--- config.mk ---
export PLATFORM = sky130hd
export DESIGN_NAME = vig_glue
export DESIGN_NICKNAME = d
export VERILOG_FILES = /design/src/logic/vig_pkg.sv /design/src/logic/vig_glue.sv
export SDC_FILE = /design/constraint.sdc
export NUM_CORES = 1
export LEC_CHECK = 0
export BUFFER_PORTS_ARGS = -buffer_cell sky130_fd_sc_hd__buf_2
export CAP_MARGIN = 5
export CORE_AREA = 2 2 42 44
export CTS_BUF_LIST = sky130_fd_sc_hd__clkbuf_8
export DETAILED_ROUTE_END_ITERATION = 10
export DIE_AREA = 0 0 44 46
export GPL_ROUTABILITY_DRIVEN = 0
export PLACE_DENSITY = 0.79
export SYNTH_ARGS = -nofsm -noshare
export SYNTH_HDL_FRONTEND = slang
export SYNTH_SLANG_ARGS = --single-unit
export TNS_END_PERCENT = 10
--- constraint.sdc ---
create_clock -name CLOCK -period 1.5 [get_ports CLOCK]
set_input_delay 0.225 -clock CLOCK [delete_from_list [all_inputs] [get_ports CLOCK]]
set_output_delay 0.225 -clock CLOCK [all_outputs]
set_load 0.05 [all_outputs]
--- src/logic/vig_pkg.sv ---
// Package for the vectored interrupt glue: opcodes and carrier types
package vig_pkg;
    localparam int VIG_MAX_SRC = 8;
    localparam int VIG_BYTE_W = 8;
    localparam logic [7:0] VIG_RST_BASE = 8'hC7;
    localparam logic [7:0] VIG_RST_STEP = 8'h08;
    localparam logic [2:0] VIG_REF_RST = 3'h4;
    localparam logic [7:0] VIG_REF_OPCODE = 8'hE7;
    localparam logic [15:0] VIG_REF_ADDR = 16'h0020;
    localparam logic [15:0] VIG_DIRECT_ADDR = 16'h0003;
    localparam logic [15:0] VIG_RST_ADDR_STEP = 16'h0008;
    localparam int VIG_EXT_SPACE = 256;

    typedef struct packed {
        logic [7:0] data;
        logic oe_n;
    } vig_bus_s;

    typedef enum logic [1:0] {
        VIG_IDLE,
        VIG_REQ,
        VIG_ACK
    } vig_phase_e;
endpackage : vig_pkg

--- src/logic/vig_glue.sv ---
// Vectored interrupt glue between UART requests and an 8-bit processor
`timescale 1ns/10ps
`default_nettype none
module vig_glue #(
    parameter int NUM_SRC = 8,
    parameter logic [2:0] FIRST_RST = 3'h4
) (
    input wire logic CLOCK,
    input wire logic RST,
    input wire logic [NUM_SRC-1:0] UART_IRQ_N,
    input wire logic IRQ_ACK_N,
    input wire logic CPU_IRQ_ENABLED,
    input wire logic [NUM_SRC-1:0] IRQ_PIN_MODE,
    output logic CPU_IRQ,
    output logic EXT_IRQ0_N,
    output logic [7:0] VEC_DATA,
    output logic VEC_OE_N,
    output logic [NUM_SRC-1:0] SRC_OE_N,
    output vig_pkg::vig_bus_s VEC_BUS,
    output logic [2:0] LAST_RST_REG
);
    import vig_pkg::*;

    // Opcode for restart n: C7 plus 8*n
    function automatic logic [7:0] rst_opcode(input logic [2:0] n);
        rst_opcode = VIG_RST_BASE + {2'b00, n, 3'b000};
    endfunction : rst_opcode

    // Restart number of the granted source; zero when none is on
    function automatic logic [2:0] grant_rst(input logic [NUM_SRC-1:0] g);
        grant_rst = 3'h0;
        for (int i = 0; i < NUM_SRC; i++) begin
            if (g[i]) begin
                grant_rst = FIRST_RST + i[2:0];
            end
        end
    endfunction : grant_rst

    logic [2:0] served_rst;

    logic [NUM_SRC-1:0] req_act;
    logic [NUM_SRC-1:0] oe_n;
    logic [NUM_SRC-1:0] prio_grant;
    logic [7:0] or_data;
    logic [2:0] last_rst_next;
    logic [2:0] last_rst_reg;

    genvar gi;
    generate
        for (gi = 0; gi < NUM_SRC; gi++) begin : g_src
            // Only pin-mode sources count as interrupt lines
            assign req_act[gi] = ~UART_IRQ_N[gi] & IRQ_PIN_MODE[gi];
            // Lowest index wins so two buffers never fight on the bus
            if (gi == 0) begin : g_first
                assign prio_grant[gi] = req_act[gi];
            end else begin : g_rest
                assign prio_grant[gi] = req_act[gi] & ~|req_act[gi-1:0];
            end
            // OR of inverted priority grant and acknowledge, per source
            assign oe_n[gi] = ~prio_grant[gi] | IRQ_ACK_N;
        end
    endgenerate

    always_comb begin
        or_data = 8'h00;
        for (int i = 0; i < NUM_SRC; i++) begin
            if (!oe_n[i]) begin
                or_data = rst_opcode(FIRST_RST + i[2:0]);
            end
        end
    end

    assign CPU_IRQ = |req_act;
    // Direct alternative uses the pin-mode requests, no acknowledge needed
    assign EXT_IRQ0_N = ~|req_act;
    assign SRC_OE_N = oe_n;
    assign VEC_OE_N = &oe_n;
    // Data is zero while released; bus wire resolves from the enable
    assign VEC_DATA = or_data;
    assign VEC_BUS = '{data: or_data, oe_n: &oe_n};
    assign LAST_RST_REG = last_rst_reg;
    // Only one grant can be on, so the decode never mixes two sources
    assign served_rst = grant_rst(~oe_n);

    // Remembers which restart was last served, for diagnostics
    always_comb begin
        last_rst_next = last_rst_reg;
        if (RST) begin
            last_rst_next = 3'h0;
        end else begin
            for (int i = 0; i < NUM_SRC; i++) begin
                if (!oe_n[i]) begin
                    last_rst_next = FIRST_RST + i[2:0];
                end
            end
        end
    end

    always_ff @(posedge CLOCK) begin
        last_rst_reg <= last_rst_next;
    end

    genvar ai;
    generate
        for (ai = 0; ai < NUM_SRC; ai++) begin : g_chk

        end
    endgenerate
endmodule : vig_glue
`default_nettype wire

### Yosys cells after proc, flatten, opt, wreduce, memory -nomap -nowiden

Index checks and enable logic that the tools add are counted.

| cells by class | value |
|---|---|
| $add $sub $neg | 0 |
| $mul | 0 |
| divide/modulo/power cells | 0 |
| magnitude comparators | 0 |
| equal/unequal tests | 2 |
| shift operators | 0 |
| mux-type cells | 16 |
| bitwise operators | 43 |
| reduce and logical (&&, ||, !) cells | 17 |

Operators with widths:

| operator | count |
|---|---|
| two-way mux 8 bit | 8 |
| NOT 1 bit | 20 |
| AND 1 bit | 15 |
| two-way mux 3 bit | 4 |
| OR reduction 5 bit | 2 |
| zero test 1 bit | 8 |
| two-way mux 2 bit | 4 |
| != test 8 bit (second input constant) | 1 |
| OR 1 bit | 8 |
| AND reduction 8 bit | 1 |
| OR reduction 8 bit | 1 |
| OR reduction 7 bit | 1 |
| OR reduction 6 bit | 1 |
| != test 4 bit (second input constant) | 1 |
| OR reduction 4 bit | 1 |
| OR reduction 3 bit | 1 |
| OR reduction 2 bit | 1 |

| storage, ports and cells | value |
|---|---|
| bits in registers | 3 |
| bits in latches | 0 |
| RAM bits | 0 |
| memory bits (read-only) | 0 |
| bits of input ports | 20 |
| output and inout port bits | 31 |
| logic and storage cells | 80 |
| memories kept | 0 |

### Longest topological paths before layout

Gate-level depths: netlist of the first run.

| logic depth | value |
|---|---|
| word-level depth | 13 |
| gate-level depth with buffers | 8 |
| depth with buffers taken out | 7 |

### Worst setup path before layout of the first run

No wires, ideal clock.

| path | value |
|---|---|
| path kind | input port to output port |
| start | in IRQ_PIN_MODE[3] |
| end | out VEC_BUS[0] (netlist bit) |
| arrival | 1.813 ns |
| required time | 1.275 ns |
| setup slack | -0.538 ns |
| stages | 6 |
| buffers on the path | 1 |
| cell sequence | nor2b_1 > nor4_4 > and3b_4 > nor2_4 > inv_2 > buf_4 |

| between the ends | value |
|---|---|
| longest elaborated chain between the ends | 7 |
| elaborated cells between the ends (all ways) | 25 |
| classes of those cells | bitwise: 16; reduce/logical: 9 |

Ends and longest elaborated chain:

| item | RTL line | source |
|---|---|---|
| from (decl) | vig_glue.sv:13 | `input wire logic [NUM_SRC-1:0] IRQ_PIN_MODE,` |
| AND 1 bit (*) | vig_glue.sv:52 | `assign req_act[gi] = ~UART_IRQ_N[gi] & IRQ_PIN_MODE[gi];` |
| OR reduction 7 bit, or another cell as far along | vig_glue.sv:57 | `assign prio_grant[gi] = req_act[gi] & ~\|req_act[gi-1:0];` |
| zero test 1 bit | vig_glue.sv:57 |  |
| AND 1 bit | vig_glue.sv:57 |  |
| NOT 1 bit | vig_glue.sv:60 | `assign oe_n[gi] = ~prio_grant[gi] \| IRQ_ACK_N;` |
| OR 1 bit | vig_glue.sv:60 |  |
| AND reduction 8 bit (*) | -- |  |
| to (decl) | vig_glue.sv:19 | `output vig_pkg::vig_bus_s VEC_BUS,` |

Every way passes the cells marked *; elsewhere a longest branch is shown, timed or not.

==> results of run 1 <==
==> per-stage QoR <==
step	std cells	power (mW)	setup TNS [ps]	instance area [um^2]	setup WS, ps
CTS	132	0.745	-1440	873	-105
floorplan	63	0.397	-4020	487	-313
global route	133	0.798	-2180	938	-134
finish	133	0.777	-1120	938	-81.4
detailed placement	128	0.474	-2890	744	-234
global placement	128	0.471	-2080	744	-175
==> synth_stat cells <==
| cell | count |
|---|---|
| nor4_2 | 1 |
| o21ai_0 | 4 |
| nor4_1 | 2 |
| a31oi_1 | 2 |
| dfxtp_1 | 3 |
| nand3_1 | 2 |
| nor4b_2 | 1 |
| nor2b_4 | 2 |
| nand2_1 | 11 |
| buf_4 | 13 |
| nand2b_1 | 3 |
| clkbuf_2 | 1 |
| nor3_1 | 2 |
| nor2_1 | 3 |
| nor2_4 | 1 |
| nor4_4 | 1 |
| and3b_4 | 1 |
| nor3b_1 | 1 |
| o21a_1 | 1 |
| inv_2 | 1 |
| nor2b_1 | 4 |
| a21oi_1 | 1 |
| inv_1 | 2 |
==> cells by family (layout without fill, tap and decap cells) <==
group	after synthesis	in the layout	synth area share [%]
AO/OA/AOI/OAI	8	8	9.89
flip-flops	3	3	13.2
AND/OR/NAND/NOR	35	35	51.9
buffers and inverters	17	70	25.0
==> power by group through the flow <==
stage | Clock [mW] | Combinational [mW] | Sequential [mW]
3_3_place_gp | 0 | 0.381 | 0.0902
2_1_floorplan | 0 | 0.285 | 0.112
6_report | 0.240 | 0.448 | 0.0895
4_1_cts | 0.234 | 0.421 | 0.0893
5_1_grt | 0.242 | 0.467 | 0.0897
3_5_place_dp | 0 | 0.384 | 0.0906
==> cell type report <==
class | instances | area [um^2]
Clock inverter | 1 | 3.75
Sequential cell | 3 | 60.1
Timing Repair Buffer | 63 | 429
Multi-Input combinational cell | 43 | 367
Clock buffer | 3 | 41.3
Inverter | 3 | 16.3
Fill cell | 160 | 676
Tap cell | 17 | 21.3
==> worst max path at each step <==
stage	slack, ps	from	cells after the start	endpoint
floorplan	-310	IRQ_PIN_MODE[4]	7	VEC_BUS[0]
global placement	-180	IRQ_PIN_MODE[4]	7	VEC_DATA[4]
detailed placement	-230	IRQ_PIN_MODE[4]	7	VEC_DATA[4]
CTS	-110	IRQ_PIN_MODE[2]	7	VEC_OE_N
global route	-130	UART_IRQ_N[3]	6	VEC_BUS[8]
finish	-80	UART_IRQ_N[3]	6	VEC_BUS[7]
==> timing repair <==
action                     CTS  global route
pin swaps                    2             2
setup endpoints to repair   20            23
resized for setup           26            16
buffers inserted             0             1
==> routing by layer <==
metal | share of wire, % | vias to the layer above | wire length (um) | GRT usage, %
met5 | 0 | - | 0 | 0
met4 | 0 | 0 | 0 | 5.45
met3 | 8.7 | 0 | 142 | 0.794
met2 | 56 | 37 | 916 | 33.5
met1 | 35 | 287 | 574 | 15.9
li1 | - | 306 | - | -
==> results by group, run 1 <==
Outcome
  • Status: finished with violations
  • Failing checks: negative setup slack

CTS
  • Clock Pin Slew Worst Setup and Hold Paths: 40 ps
  • Clock latency on the worst-skew pair: 210 ps
  • CTS Root Cell: clkbuf_8
  • H-tree depth: 1
  • Clock Path Buffers: 2
  • Inserted Clock Buffers: 3
  • CTS tree: built
  • Clock sink count: 3
  • Hold-fix buffers, CTS: 0

Global route
  • Initial antenna violation count: 0
  • Pin count of the biggest net entering global routing: 12
  • Total GRT Usage: 15.8%
  • First-pass GRT wire length: 2.38 mm
  • Vias in the first global route: 582
  • Grt ovf: 0

Logic synthesis
  • Sequential fraction of the synthesis area: 13.2%
  • Mapped Area: 455 um^2
  • Flops & latches, synth: 3
  • Syn Area/Cell: 7.23 um^2
  • Share of the synthesized area in the top cell type: 21.4%
  • Leading post-synthesis cells by cell area: buf_4 (21%), dfxtp_1 (13%), nand2_1 (9.1%)
  • Netlist cell types: 23
  • Yosys top cell by area: buf_4
  • Synth Instances: 63
  • Synth warn: 0
  • Syn nets: 83

Critical path
  • FF-to-FF path depth: 2
  • Startpoint types: input pin
  • Worst EP arrival: 1360 ps
  • CP max FO: 11
  • Worst path bufs/invs: 2
  • Worst path top cell family by delay: simple AND/OR/NAND/NOR gates
  • Worst Setup End Kind: primary output
  • Worst R2R End: LAST_RST_REG[0]
  • Slowest CP cell: buf_4
  • Required @ worst endpoint: 1270 ps
  • Slowest stage delay, CP: 260 ps
  • Reg2reg start: LAST_RST_REG[0]
  • R2R setup slack: 840 ps
  • Crit path cell chain: buf_2 > nor2b_4 > nor4_4 > and3b_4 > nor2_4 > buf_4
  • Crit path kind: in -> out

Placement
  • Final HPWL DP: 1.12 mm
  • Port Buf Inserts: 49

Die
  • Core Area: 1610 um^2
  • FP Rows: 15
  • Die area: 2020 um^2
  • IO Count: 51
  • Starting Density: 28.2%
  • Chip height: 46 um
  • Chip width: 44 um

Pwr
  • Int Pwr: 0.416 mW
  • Share of total power in combinational logic: 57.6%
  • Pleak: 0.468 nW
  • Clock power frac: 30.8%
  • Max VDD drop: 0.455 mV
  • Flop pwr share: 11.5%
  • Switching Share: 46.4%
  • Pwr dens: 828 nW/um^2
  • Psw: 0.361 mW

Timing
  • # setup viols final: 18
  • Final Skew: 0 ps
  • Tmin final: 1580 ps
  • PnR worst setup slack: -81.4 ps
  • Max-slew violation count: 0
  • Hold Slack: 211 ps
  • Fmax: 632 MHz
  • Worst-margin pin slew: 323 ps
  • Fin crit share: 105%
  • Rel. slew slack: 78.4%
  • RSZ-0062 raised after global routing: yes
  • Fin. Hold Viols: 0

Drt
  • TritonRoute pass-1 iters: 4
  • Total vias in the final route: 630
  • # DRC: 0
  • Wire per inst: 12.3 um
  • Final WL: 1.63 mm
  • Routed Antenna Nets: 0
  • Vias per cell: 4.74
  • Initial detailed-routing violation count: 10

Hold path
  • Hold_sp: RST
  • Type of the worst min-delay path: in -> reg
  • WHS Path Cells: 2
  • Hold EP: LAST_RST_REG[1]

Finish
  • # nets final: 137
  • Commonest non-fill, non-tap cells in the layout: buf_2 (31), buf_4 (24), nand2_1 (8)
  • Number of flip-flops in the largest register: 3
  • Share of layout cells above drive strength 1: 74.1%
  • N_diodes: 0
  • Synth-to-layout area growth: 106%
  • Final core utilization: 58.1%
  • Most common cell after layout, fill and taps aside: buf_2

Run
  • # Max-Cap Violations: 0
(Power assumes the default switching activity.)
==> run 2: changes to the inputs <==
- CELL_PAD_IN_SITES_DETAIL_PLACEMENT: not set -> 1
- CELL_PAD_IN_SITES_GLOBAL_PLACEMENT: not set -> 1
- CORE_AREA: 2 2 42 44 -> 2 2 52 54
- DIE_AREA: 0 0 44 46 -> 0 0 54 56
- MAX_ROUTING_LAYER: not set -> met4
- PLACE_DENSITY: 0.79 -> 0.82
==> run 2 against run 1 <==
  * The flow still finishes with violations (negative setup slack)
  * Clock skew did not move
  * Non-clock buffer count rose by 6
  * Sequential cell count did not move
  * Critical path type unchanged
  * Critical endpoint is now VEC_DATA[2]
==> results by group, run 2 (same netlist as run 1, synthesis figures left out) <==
Outcome
  • Failing checks: negative setup slack
  • Status: finished with violations

Drt
  • Wire per inst: 12.5 um
  • # DRC: 0
  • TritonRoute pass-1 iters: 2
  • Vias per cell: 4.29
  • Total vias in the final route: 652
  • Final WL: 1.90 mm
  • Initial detailed-routing violation count: 1
  • Routed Antenna Nets: 0

Timing
  • Max-slew violation count: 0
  • Final Skew: 0 ps
  • PnR worst setup slack: -97.4 ps
  • RSZ-0062 raised after global routing: yes
  • # setup viols final: 17
  • Rel. slew slack: 80.9%
  • Tmin final: 1600 ps
  • Fmax: 626 MHz
  • Fin crit share: 106%
  • Sum Neg Setup Slack: -1230 ps
  • Worst-margin pin slew: 283 ps
  • Fin. Hold Viols: 0

Finish
  • # nets final: 143
  • Fillers: 301
  • Number of flip-flops in the largest register: 3
  • Commonest non-fill, non-tap cells in the layout: buf_2 (28), buf_4 (28), nand2_1 (8)
  • Synth-to-layout area growth: 136%
  • Share of layout cells above drive strength 1: 76.2%
  • N_diodes: 0
  • Area occupied by multi-input gates: 365 um^2
  • Final non-filler cell total: 152
  • FF/Latch Area: 60.1 um^2

Critical path
  • Worst Setup End Kind: primary output
  • Required @ worst endpoint: 1270 ps
  • CP max FO: 6
  • FF-to-FF path depth: 2
  • Reg2reg start: LAST_RST_REG[2]
  • Startpoint types: input pin
  • Worst R2R End: LAST_RST_REG[2]
  • Worst EP arrival: 1370 ps
  • R2R setup slack: 880 ps
  • Crit path kind: in -> out

Placement
  • Final HPWL DP: 1.39 mm
  • Port Buf Inserts: 49
  • DP Cell Count: 143
  • Pre-CTS setup slack: -268 ps

Die
  • Chip height: 56 um
  • Starting Density: 18.7%
  • Chip width: 54 um
  • FP Rows: 18
  • IO Count: 51
  • Core Area: 2430 um^2
  • Die area: 3020 um^2

CTS
  • CTS Root Cell: clkbuf_8
  • Clock latency on the worst-skew pair: 220 ps
  • Hold-fix buffers, CTS: 0
  • H-tree depth: 1
  • Clock Pin Slew Worst Setup and Hold Paths: 30 ps
  • CTS tree: built
  • Inserted Clock Buffers: 3
  • Clock Path Buffers: 2
  • Clock sink count: 3

Hold path
  • Hold EP: LAST_RST_REG[0]
  • Hold_sp: RST
  • Type of the worst min-delay path: in -> reg
  • WHS Path Cells: 2

Global route
  • Pin count of the biggest net entering global routing: 12
  • First-pass GRT wire length: 2.75 mm
  • Initial antenna violation count: 0
  • Total GRT Usage: 12.4%
  • Vias in the first global route: 675
  • Grt ovf: 0

Pwr
  • Pleak: 0.529 nW
  • Pwr dens: 758 nW/um^2
  • Max VDD drop: 0.422 mV

Run
  • # Max-Cap Violations: 0
[run 2: power by group]
| part | internal [mW] | total [mW] | switching (mW) |
|---|---|---|---|
| clock | 0.175 | 0.232 | 0.0575 |
| sequential | 0.0867 | 0.0895 | 0.00285 |
| combinational | 0.191 | 0.494 | 0.302 |
[run 2: final cells by class]
cell class	count	area share [%]
Sequential cell	3	5.58
Clock buffer	3	3.84
Tap cell	30	3.49
Multi-Input combinational cell	43	34.0
Clock inverter	1	0.349
Inverter	3	2.21
Timing Repair Buffer	69	50.6
[run 2: what timing repair did]
action                     CTS  global route
gates cloned                 0             1
setup endpoints to repair   20            22
pin swaps                    4             2
buffers inserted             5             0
resized for setup           46             4
[run 2: how the worst max path moves through the flow]
| stage | from | slack (ps) | end | cells after the start |
|---|---|---|---|---|
| after floorplan | IRQ_PIN_MODE[4] | -310 | VEC_BUS[0] | 7 |
| after global placement | IRQ_PIN_MODE[5] | -190 | VEC_BUS[5] | 7 |
| after detailed placement | UART_IRQ_N[4] | -270 | VEC_BUS[3] | 6 |
| after CTS | IRQ_PIN_MODE[1] | -90 | VEC_BUS[0] | 8 |
| after global routing | IRQ_PIN_MODE[3] | -130 | VEC_BUS[2] | 7 |
| final | IRQ_PIN_MODE[3] | -100 | VEC_DATA[2] | 7 |
[run 2: metrics by stage]
| step | util, % | hold slack, ps | power (mW) | cell area, um^2 |
|---|---|---|---|---|
| 6_report | 44.2 | 200 | 0.815 | 1080 |
| 5_1_grt | 44.2 | 200 | 0.862 | 1080 |
| 4_1_cts | 42.4 | 195 | 0.803 | 1030 |
| 3_5_place_dp | 31.9 | 422 | 0.482 | 776 |
| 3_3_place_gp | 31.9 | 419 | 0.475 | 776 |
| 2_1_floorplan | - | 294 | 0.397 | 487 |
[run 2: per-layer routing]
metal / up-vias / global-route usage [%] / wire length, um
met5: - / - / 0
met4: 0 / 5.36 / 14
met3: 2 / 0.806 / 172
met2: 39 / 22.6 / 1040
met1: 294 / 13.2 / 673
li1: 317 / - / -
[run 2: worst max-delay path, cell delays in order]
cell	delay, ps
buf_6	90
nor2b_4	130
nor4_4	290
and3b_4	260
nor2_4	50
buf_12	130
buf_4	190
==> run 3: changes to the inputs <==
- CELL_PAD_IN_SITES_DETAIL_PLACEMENT: 1 -> 2
- CELL_PAD_IN_SITES_GLOBAL_PLACEMENT: 1 -> 2
- CORE_AREA: 2 2 52 54 -> 2 2 63 65
- DIE_AREA: 0 0 54 56 -> 0 0 65 67
- PLACE_DENSITY: 0.82 -> 0.77
==> run 3 against run 2 <==
  * The flow still finishes with violations (negative setup slack)
  * Count of clock-buffer cells in the layout stayed put
  * Sequential share of layout area is 0.35 points lower
  * Core utilization is 12 points lower
  * Wire length is 13% higher
  * Non-clock buffer count is 4 lower
  * Clock skew stayed put
==> results by group, run 3 (same netlist as run 1, synthesis figures left out) <==
Critical path
  • Reg2reg start: LAST_RST_REG[2]
  • Worst EP arrival: 1380 ps
  • FF-to-FF path depth: 2
  • Worst R2R End: LAST_RST_REG[2]
  • Crit path cell chain: buf_6 > nor2b_4 > buf_4 > nor4_4 > o21ai_1 > nand2_4 > buf_8
  • Slowest stage delay, CP: 320 ps
  • Startpoint types: input pin
  • CP max FO: 5
  • Crit path kind: in -> out
  • Worst Setup End Kind: primary output
  • Slowest CP cell: nor4_4
  • Required @ worst endpoint: 1270 ps
  • R2R setup slack: 880 ps

Global route
  • Vias in the first global route: 730
  • First-pass GRT wire length: 3.36 mm
  • GR Layer Usage met3: 1.69%
  • Total GRT Usage: 10.3%
  • GR Layer Usage met1: 11.2%
  • Met2 GRT Util: 18.6%
  • Grt ovf: 0
  • Pin count of the biggest net entering global routing: 12
  • Initial antenna violation count: 0
  • GR peak layer: met2

Finish
  • Number of flip-flops in the largest register: 3
  • # nets final: 139
  • Synth-to-layout area growth: 152%
  • Commonest non-fill, non-tap cells in the layout: buf_2 (23), buf_4 (18), buf_6 (16)
  • Final non-filler cell total: 166
  • N_diodes: 0
  • Area occupied by multi-input gates: 402 um^2
  • Fillers: 410
  • Most common cell after layout, fill and taps aside: buf_2
  • Share of layout cells above drive strength 1: 76.3%
  • FF/Latch Area: 60.1 um^2

CTS
  • Inserted Clock Buffers: 3
  • Clock sink count: 3
  • CTS Root Cell: clkbuf_8
  • CTS tree: built
  • Clock latency on the worst-skew pair: 220 ps
  • Clock Pin Slew Worst Setup and Hold Paths: 30 ps
  • Clock Path Buffers: 2
  • H-tree depth: 1

Timing
  • Tmin final: 1600 ps
  • Final Skew: 0 ps
  • Rel. slew slack: 78.7%
  • # setup viols final: 16
  • Hold Slack: 194 ps
  • Fin. Hold Viols: 0
  • Fmax: 625 MHz
  • RSZ-0062 raised after global routing: yes
  • PnR worst setup slack: -101 ps
  • Max-slew violation count: 0
  • Worst-margin pin slew: 318 ps
  • Fin crit share: 107%

Drt
  • Vias per cell: 3.92
  • Final WL: 2.15 mm
  • Wire per inst: 12.9 um
  • Total vias in the final route: 651
  • # DRC: 0
  • TritonRoute pass-1 iters: 2
  • Initial detailed-routing violation count: 19
  • Routed Antenna Nets: 0

Run
  • # Max-Cap Violations: 0

Die
  • Die area: 4360 um^2
  • Chip width: 65 um
  • Starting Density: 12.6%
  • IO Count: 51
  • FP Rows: 22
  • Chip height: 67 um
  • Core Area: 3610 um^2

Placement
  • DP Cell Count: 159
  • Pre-CTS setup slack: -274 ps
  • Port Buf Inserts: 49
  • Final HPWL DP: 1.61 mm

Hold path
  • Hold_sp: RST
  • WHS Path Cells: 2
  • Hold EP: LAST_RST_REG[1]
  • Type of the worst min-delay path: in -> reg

Outcome
  • Failing checks: negative setup slack
  • Status: finished with violations

Pwr
  • Pleak: 0.531 nW
  • Max VDD drop: 0.166 mV
  • Power Total: 0.831 mW
  • Pwr dens: 724 nW/um^2
[run 3: changes by cell type in the layout (fill, tap and decap cells not counted), sizes merged]
cell and change:
buf -4
[run 3: worst max-delay path by stage]
stage / slack (ps) / startpoint / end
after detailed placement: -270 / UART_IRQ_N[4] / VEC_DATA[1]
after CTS: -90 / IRQ_PIN_MODE[3] / VEC_BUS[0]
after global placement: -220 / IRQ_PIN_MODE[4] / VEC_DATA[3]
after global routing: -160 / IRQ_PIN_MODE[3] / VEC_BUS[5]
after floorplan: -310 / IRQ_PIN_MODE[4] / VEC_BUS[0]
final: -100 / IRQ_PIN_MODE[3] / VEC_BUS[5]
[run 3: layout make-up]
class                           count  share of cell area, %
Clock buffer                        3                   3.59
Clock inverter                      1                  0.327
Inverter                            3                   2.07
Multi-Input combinational cell     43                   35.0
Sequential cell                     3                   5.23
Tap cell                           48                   5.23
Timing Repair Buffer               65                   48.6
[run 3: report_power, final]
group / leakage [nW] / internal [mW] / total [mW] / switching, mW
clock network: 0.0269 / 0.174 / 0.230 / 0.0555
registers: 0.0247 / 0.0867 / 0.0896 / 0.00290
logic: 0.479 / 0.200 / 0.512 / 0.312
[run 3: worst max-delay path: cells and delay by family]
family                 cells  cell delay, ps
buffers and inverters      3             400
AOI/OAI and AO/OA          1             190
and+or+nand+nor            3             560
[run 3: routing by layer]
metal	up-vias	part of all wire, %
li1	313	-
met1	293	37
met2	43	54
met3	2	7.8
met4	0	0.84
met5	-	0
[run 3: stage by stage]
step	utilization (%)	area [um^2]	TNS (ps)
after floorplan	-	487	-4020
after global placement	21.7	783	-3280
after detailed placement	21.7	783	-4370
after CTS	28.8	1040	-1160
after global routing	31.9	1150	-1950
final	31.9	1150	-1020
[run 3: what timing repair did]
action                                  in CTS  in global routing
endpoints found under the setup margin      19                 22
pin swaps                                    5                  4
buffers inserted                             4                  1
resized for setup                           46                 27
cloned                                       0                  0
hold buffers                                 0                  0
